[config.mk]
export PLATFORM = sky130hd
export DESIGN_NAME = ebac_ctrl
export DESIGN_NICKNAME = d
export VERILOG_FILES = /design/src/common/ebac_pkg.sv /design/src/hdl/ebac_ctrl.sv /design/src/hdl/ebac_array.sv
export SDC_FILE = /design/constraint.sdc
export NUM_CORES = 2
export LEC_CHECK = 0
export ABC_AREA = 0
export BUFFER_PORTS_ARGS = -buffer_cell sky130_fd_sc_hd__buf_4
export CORE_ASPECT_RATIO = 1.5
export CORE_MARGIN = 2
export CORE_UTILIZATION = 34
export CTS_CLUSTER_DIAMETER = 120
export DETAILED_ROUTE_END_ITERATION = 16
export GPL_TIMING_DRIVEN = 0
export PLACE_DENSITY_LB_ADDON = 0.08
export SYNTH_ARGS = -nofsm -noshare
export SYNTH_HDL_FRONTEND = slang
export SYNTH_SLANG_ARGS = --single-unit
export TNS_END_PERCENT = 100
[constraint.sdc]
create_clock -name mclk -period 9.85 [get_ports mclk]
set_input_delay 1.4775 -clock mclk [delete_from_list [all_inputs] [get_ports mclk]]
set_output_delay 1.4775 -clock mclk [all_outputs]
set_load 0.005 [all_outputs]
[src/common/ebac_pkg.sv]
// Constants for the byte-wide nonvolatile access controller.
// Assumes a 40 MHz system clock and a CPU special-register bus with sector select.
package ebac_pkg;

    // Clock and timer figures
    localparam int CLK_NS         = 25;
    localparam int TICK_NS        = 1000;
    localparam int TICK_DIV       = TICK_NS / CLK_NS;
    localparam int WRITE_TIME_US  = 2000;
    localparam int WRITE_TICKS    = (WRITE_TIME_US * 1000) / TICK_NS;
    localparam int READ_TIME_NS   = 100;
    localparam int READ_CYCLES    = (READ_TIME_NS + CLK_NS - 1) / CLK_NS;

    // Variant: 7 address bits for 128 bytes, 8 for 256 bytes
    localparam int LOC_BITS_SMALL = 7;
    localparam int LOC_BITS_LARGE = 8;

    // Register offsets
    localparam logic [7:0] LOC_OFS    = 8'h1a;
    localparam logic [7:0] VAL_OFS    = 8'h1b;
    localparam logic [7:0] CMD_OFS    = 8'h40;
    localparam logic [7:0] CMD_SECTOR = 8'h01;

    // Command register fields
    localparam int CMD_PROG_PERMIT  = 3;
    localparam int CMD_WR_START     = 2;
    localparam int CMD_FETCH_PERMIT = 1;
    localparam int CMD_RD_START     = 0;
    localparam logic [3:0] CMD_RESET = 4'h0;
    localparam logic [7:0] RDATA_RESET = 8'h00;

    typedef enum logic [1:0] {
        EBAC_IDLE  = 2'b00,
        EBAC_READ  = 2'b01,
        EBAC_WRITE = 2'b10
    } ebac_state_t;

endpackage

[src/hdl/ebac_ctrl.sv]
// Byte access controller for on-chip nonvolatile data storage.
// Assumes the CPU drives a special-register bus with sector select
// and that write-done flag clearing comes from software as a pulse.
`timescale 1ns/10ps

module ebac_ctrl #(
    parameter int LOC_BITS    = ebac_pkg::LOC_BITS_LARGE,
    parameter int WRITE_TICKS = ebac_pkg::WRITE_TICKS,
    parameter int READ_CYCLES = ebac_pkg::READ_CYCLES,
    parameter int TICK_DIV    = ebac_pkg::TICK_DIV
) (
    input  wire logic       mclk,
    input  wire logic       nrst,
    input  wire logic [7:0] sfr_addr,
    input  wire logic [7:0] sfr_sector,
    input  wire logic       sfr_wr,
    input  wire logic       sfr_rd,
    input  wire logic [7:0] sfr_wdata,
    output logic      [7:0] sfr_rdata,
    input  wire logic       done_flag_clr,
    output logic            nvm_done_flag,
    output logic            nvm_done_pulse,
    output logic            nvm_busy
);
    localparam logic [7:0] LOC_MASK = 8'((1 << LOC_BITS) - 1);
    localparam int         RD_MAX   = READ_CYCLES + 2;

    ebac_pkg::ebac_state_t state_r;
    ebac_pkg::ebac_state_t state_nxt;

    logic [7:0]          byte_location_reg;
    logic [7:0]          byte_value_reg;
    logic                program_permit;
    logic                wr_start_r;
    logic                fetch_permit;
    logic                rd_start_r;
    logic [15:0]         tick_div_r;
    logic                slow_tick;
    logic [31:0]         cnt_r;
    logic                wr_fin;
    logic                rd_fin;
    logic                wr_go;
    logic                rd_go;
    logic                cmd_wr;
    logic [7:0]          mem_q;
    logic [7:0]          nvm_command_reg;

    // Command is only visible through the indirect sector window
    function automatic logic cmd_hit(input logic [7:0] a, input logic [7:0] s);
        cmd_hit = (a == ebac_pkg::CMD_OFS) && (s == ebac_pkg::CMD_SECTOR);
    endfunction

    assign cmd_wr = sfr_wr && cmd_hit(sfr_addr, sfr_sector);

    assign nvm_command_reg = {4'h0, program_permit, wr_start_r, fetch_permit, rd_start_r};

    // Permit must already be set before this write; mixed requests rejected
    assign wr_go = cmd_wr && sfr_wdata[ebac_pkg::CMD_WR_START] && !sfr_wdata[ebac_pkg::CMD_RD_START]
                   && program_permit && (state_r == ebac_pkg::EBAC_IDLE);
    assign rd_go = cmd_wr && sfr_wdata[ebac_pkg::CMD_RD_START] && !sfr_wdata[ebac_pkg::CMD_WR_START]
                   && fetch_permit && (state_r == ebac_pkg::EBAC_IDLE);

    // Free-running write timer; its phase is unrelated to the start,
    // so write length varies by up to one tick
    always_ff @(posedge mclk) begin
        if (!nrst) begin
            tick_div_r <= 16'h0000;
        end else if (tick_div_r == 16'(TICK_DIV - 1)) begin
            tick_div_r <= 16'h0000;
        end else begin
            tick_div_r <= tick_div_r + 16'h0001;
        end
    end

    assign slow_tick = (tick_div_r == 16'(TICK_DIV - 1));

    assign wr_fin = (state_r == ebac_pkg::EBAC_WRITE) && slow_tick
                    && (cnt_r == 32'(WRITE_TICKS - 1));
    assign rd_fin = (state_r == ebac_pkg::EBAC_READ) && (cnt_r == 32'(READ_CYCLES - 1));

    always_comb begin
        state_nxt = state_r;
        case (state_r)
            ebac_pkg::EBAC_IDLE: begin
                if (wr_go) begin
                    state_nxt = ebac_pkg::EBAC_WRITE;
                end else if (rd_go) begin
                    state_nxt = ebac_pkg::EBAC_READ;
                end
            end
            ebac_pkg::EBAC_READ: begin
                if (rd_fin) begin
                    state_nxt = ebac_pkg::EBAC_IDLE;
                end
            end
            ebac_pkg::EBAC_WRITE: begin
                if (wr_fin) begin
                    state_nxt = ebac_pkg::EBAC_IDLE;
                end
            end
            default: begin
                state_nxt = ebac_pkg::EBAC_IDLE;
            end
        endcase
    end

    always_ff @(posedge mclk) begin
        if (!nrst) begin
            state_r <= ebac_pkg::EBAC_IDLE;
        end else begin
            state_r <= state_nxt;
        end
    end

    // Read counts system clocks, write counts slow ticks
    always_ff @(posedge mclk) begin
        if (!nrst) begin
            cnt_r <= 32'h0000_0000;
        end else if (wr_go || rd_go || rd_fin || wr_fin) begin
            cnt_r <= 32'h0000_0000;
        end else if (state_r == ebac_pkg::EBAC_READ) begin
            cnt_r <= cnt_r + 32'h0000_0001;
        end else if ((state_r == ebac_pkg::EBAC_WRITE) && slow_tick) begin
            cnt_r <= cnt_r + 32'h0000_0001;
        end
    end

    // Permit bits are plain software bits
    always_ff @(posedge mclk) begin
        if (!nrst) begin
            program_permit <= ebac_pkg::CMD_RESET[ebac_pkg::CMD_PROG_PERMIT];
            fetch_permit   <= ebac_pkg::CMD_RESET[ebac_pkg::CMD_FETCH_PERMIT];
        end else if (cmd_wr) begin
            program_permit <= sfr_wdata[ebac_pkg::CMD_PROG_PERMIT];
            fetch_permit   <= sfr_wdata[ebac_pkg::CMD_FETCH_PERMIT];
        end
    end

    // Start bits: software can only set them, hardware clears them
    always_ff @(posedge mclk) begin
        if (!nrst) begin
            wr_start_r <= ebac_pkg::CMD_RESET[ebac_pkg::CMD_WR_START];
        end else if (wr_go) begin
            wr_start_r <= 1'b1;
        end else if (wr_fin) begin
            wr_start_r <= 1'b0;
        end
    end

    always_ff @(posedge mclk) begin
        if (!nrst) begin
            rd_start_r <= ebac_pkg::CMD_RESET[ebac_pkg::CMD_RD_START];
        end else if (rd_go) begin
            rd_start_r <= 1'b1;
        end else if (rd_fin) begin
            rd_start_r <= 1'b0;
        end
    end

    // Location register: no reset value, decoded in every sector
    always_ff @(posedge mclk) begin
        if (sfr_wr && (sfr_addr == ebac_pkg::LOC_OFS)) begin
            byte_location_reg <= sfr_wdata & LOC_MASK;
        end
    end

    // Value register; a finished read overrides a software write
    always_ff @(posedge mclk) begin
        if (rd_fin) begin
            byte_value_reg <= mem_q;
        end else if (sfr_wr && (sfr_addr == ebac_pkg::VAL_OFS)) begin
            byte_value_reg <= sfr_wdata;
        end
    end

    ebac_array #(
        .AW (LOC_BITS)
    ) u_array (
        .mclk  (mclk),
        .we    (wr_fin),
        .addr  (byte_location_reg[LOC_BITS-1:0]),
        .wdata (byte_value_reg),
        .q     (mem_q)
    );

    // Sticky done flag; a set in the clearing cycle wins
    always_ff @(posedge mclk) begin
        if (!nrst) begin
            nvm_done_flag <= 1'b0;
        end else if (wr_fin) begin
            nvm_done_flag <= 1'b1;
        end else if (done_flag_clr) begin
            nvm_done_flag <= 1'b0;
        end
    end

    always_ff @(posedge mclk) begin
        if (!nrst) begin
            nvm_done_pulse <= 1'b0;
        end else begin
            nvm_done_pulse <= wr_fin;
        end
    end

    assign nvm_busy = (state_r != ebac_pkg::EBAC_IDLE);

    // Registered read data; unmapped addresses read zero
    always_ff @(posedge mclk) begin
        if (!nrst) begin
            sfr_rdata <= ebac_pkg::RDATA_RESET;
        end else if (sfr_rd) begin
            if (cmd_hit(sfr_addr, sfr_sector)) begin
                sfr_rdata <= nvm_command_reg;
            end else if (sfr_addr == ebac_pkg::LOC_OFS) begin
                sfr_rdata <= byte_location_reg & LOC_MASK;
            end else if (sfr_addr == ebac_pkg::VAL_OFS) begin
                sfr_rdata <= byte_value_reg;
            end else begin
                sfr_rdata <= 8'h00;
            end
        end
    end
endmodule // ebac_ctrl

[src/hdl/ebac_array.sv]
// Byte storage array held in flip-flops.
// Assumes one write strobe and one registered read port, same clock.
`timescale 1ns/10ps
module ebac_array #(
    parameter int AW = 8
) (
    input  wire logic          mclk,
    input  wire logic          we,
    input  wire logic [AW-1:0] addr,
    input  wire logic [7:0]    wdata,
    output logic      [7:0]    q
);
    localparam int DEPTH = 1 << AW;

    logic [7:0] mem_r [DEPTH];

    // No reset: contents survive controller resets
    always_ff @(posedge mclk) begin
        if (we) begin
            mem_r[addr] <= wdata;
        end
    end

    always_ff @(posedge mclk) begin
        q <= mem_r[addr];
    end
endmodule // ebac_array

==> metrics.csv <==
metric,value,unit
outcome,"finished, violations left",
failing checks,"max-capacitance violations, max-slew violations",
xor and xnor fraction of the mapped netlist area,0.3413,%
Post-Synth Simple-Gate Area,2.862,%
core box area,240800,µm²
CTS Hold Bufs,0,
GPL Wtd Cong,0.9617,
DRC Markers,0,
Clock Path Buffers,4,
Placed Area,88970,µm²
NetSw,3541,µW
row cnt,221,
design area,95480,µm²
Post-Synthesis Cells,3916,
Starting Density,34.09,%
Skew-Pair Late Insertion Delay,0.86,ns
internal power,14240,µW
sequential area share after synthesis,77.24,%
endpoints failing setup,0,
nature of the critical path endpoint,flip-flop,
CTS sink cnt,2136,
Crit Path Category,reg -> reg,
Clock Pin Slew Worst Setup and Hold Paths,0.06,ns
num ports,40,
fraction of the mapped netlist area in compound gates,3.854,%
vias in the first global route,42743,
initial antenna violation count,16,
root buffer cell,clkbuf_16,
post-CTS sizing,0,
worst vdd ir,0.1322,mV
Nets,4297,
PortBufs,38,
largest family of logic cells by synthesized area,multiplexers,
Largest register FFs,2048,
Clk network pwr share,44.5,%
Post-Synth Adder-Cell Area,0.03047,%
mapped cell area,82110,µm²
Die Area,245500,µm²
wire length of the first global-routing pass,357800,µm
final worst clock skew,0.03580,ns
setup TNS,0,ns
Synth top area share,75.48,%
Vias/cell,5.321,
synth unique cells,49,
worst endpoint required time,10.33,ns
mux contribution to synthesized area,14.29,%
H-Tree Depth,4,
fin worst setup slack,3.736,ns
Max Fclk,0.1636,GHz
largest net degree at the start of global routing,32,
dominant synthesized flop cell,edfxtp_1,
CTS Buf Count,213,
Post-Route WL,262600,µm
Sw Ratio,19.91,%
Period minus WS final,6.114,ns
Final Hold Fails,0,
CTS tree,yes,
Synth warnings,0,
die width,405.3,µm
relative slew slack,-12.07,%
leakage,0.02889,µW
Cell Pwr Density,186.3,nW/µm²
postcts setup bufs,0,
remaining antenna violation count,0,
max cap viols,3,
per-cell routed wire length,34.27,µm
Sequential Power Share,55.2,%
"area leader, netlist",edfxtp_1,
asr flop ratio synth,0,%
die height,605.9,µm
worst-path maximum fanout,10,
crit path DAT,6.59,ns
fraction of layout cells with a size suffix above 1,23.80,%
worst-margin pin slew,1.681,ns
DR iter-0 viols,4011,
final core occ,39.64,%
crit start category,flip-flop,
Synth-to-Final Area Change,16.28,%
via count,40768,
largest reg by FF count,u_array.mem_r,
final period utilization,62.07,%
power share of the combinational group,0.4,%
Mean Syn Cell Area,20.97,µm²
HPWL Detailed,185500,µm
Post-synth EDFFs,2064,
GRT overflow,0,
top flop regs,"u_array.mem_r x2048, cnt_r x32, tick_div_r x16",
RSZ-0062 raised after global routing,false,
Setup Slack @ Placement,3.634,ns
most area-consuming cells after synthesis,"edfxtp_1 (75%), mux4_2 (14%), a22oi_1 (2.4%)",
HP Class,reg -> reg,
syn_nets,3947,
register bit total from synthesis,2136,
TritonRoute pass-1 iters,5,
"Slew Viols, Final",12,
gr usage total,21.34,%
-- cells in the final DEF (no fill, tap or decap), types with 14 or more instances in the layout --
| master | n |
|---|---|
| xor2_1 | 15 |
| clkinv_1 | 44 |
| clkbuf_1 | 187 |
| nand3_1 | 27 |
| bufinv_16 | 15 |
| a21oi_1 | 143 |
| nor4_1 | 14 |
| mux2_2 | 16 |
| clkinv_2 | 40 |
| buf_4 | 53 |
| buf_16 | 82 |
| edfxtp_1 | 2064 |
| a22oi_1 | 260 |
| xnor2_1 | 17 |
| nor2_1 | 304 |
| buf_1 | 14 |
| clkbuf_16 | 215 |
| nand2_1 | 46 |
| nand4_1 | 23 |
| dfxtp_1 | 72 |
| or3_1 | 14 |
| buf_2 | 56 |
| mux4_2 | 512 |
| o41ai_1 | 27 |
-- metrics by stage --
stage          std cells  power (µW)  hold WS (ns)
3_5_place_dp        7284       10070        0.4515
5_1_grt             7659       18260        0.5032
4_1_cts             7658       17950        0.4671
6_report            7661       17780        0.4585
2_1_floorplan       3916       10040        0.4302
3_3_place_gp        7187       10070        0.4487
-- per-layer routing --
layer	up-vias	global-route usage (%)	wire, µm
li1	17142	-	-
met1	22043	25.95	101300
met2	1203	38.03	136900
met3	378	2.976	12470
met4	2	8.612	11940
met5	-	0	11
-- cells in the mapped netlist, types with 15 or more instances --
cell type,instances
dfxtp_1,72
xor2_1,15
a22oi_1,260
nand4_1,23
a21oi_1,143
nand2_1,46
xnor2_1,17
nand3_1,27
o41ai_1,32
mux2_2,16
mux4_2,512
clkbuf_1,142
buf_4,15
buf_2,55
nor2_1,305
edfxtp_1,2064
-- critical path, cell delays in order (launching register included) --
cell	delay (ns)
edfxtp_1	0.45
nor2_1	1.08
clkbuf_1	0.63
buf_8	0.24
clkbuf_1	0.47
nand3_1	1.11
buf_2	0.80
nor2_1	0.89
-- worst paths after layout --
kind / end / from / slack [ns] / cells past startpoint
worst min-delay path: tick_div_r[0]$_SDFF_PP0_ / tick_div_r[0]$_SDFF_PP0_ / 0.46 / 1
worst max-delay path: u_array.mem_r[81][0]$_DFFE_PP_ / byte_location_reg[2]$_DFFE_PP_ / 3.74 / 7
worst min register to register: tick_div_r[0]$_SDFF_PP0_ / tick_div_r[0]$_SDFF_PP0_ / 0.46 / 1
worst max register to register: u_array.mem_r[81][0]$_DFFE_PP_ / byte_location_reg[2]$_DFFE_PP_ / 3.74 / 7
-- final cells by class --
| type | count | area (µm²) |
|---|---|---|
| fillers | 21569 | 145400 |
| plain buffers | 238 | 1115 |
| clock buffers | 270 | 5637 |
| repair buffers | 135 | 2773 |
| multi-input cells | 1533 | 17600 |
| diodes | 3 | 7.507 |
| inverters | 9 | 33.78 |
| clock inverters | 104 | 850.8 |
| flip-flops and latches | 2136 | 63420 |
| well taps | 3233 | 4045 |
-- power by group through the flow --
stage	clock network, µW	logic [µW]	registers (µW)
6_report	7910	63.4	9810
5_1_grt	8380	68.1	9800
4_1_cts	8080	64.8	9810
3_5_place_dp	0	64.5	10000
3_3_place_gp	0	54.5	10000
2_1_floorplan	0	26.4	10000
-- cells by family after synthesis --
kind of cell / after synthesis
compound gates: 465
xor+xnor: 32
fa+ha+maj: 2
buf+inv: 247
flops: 2136
mux: 530
simple gates: 504
Note: power is estimated with default switching activity, not from simulation.
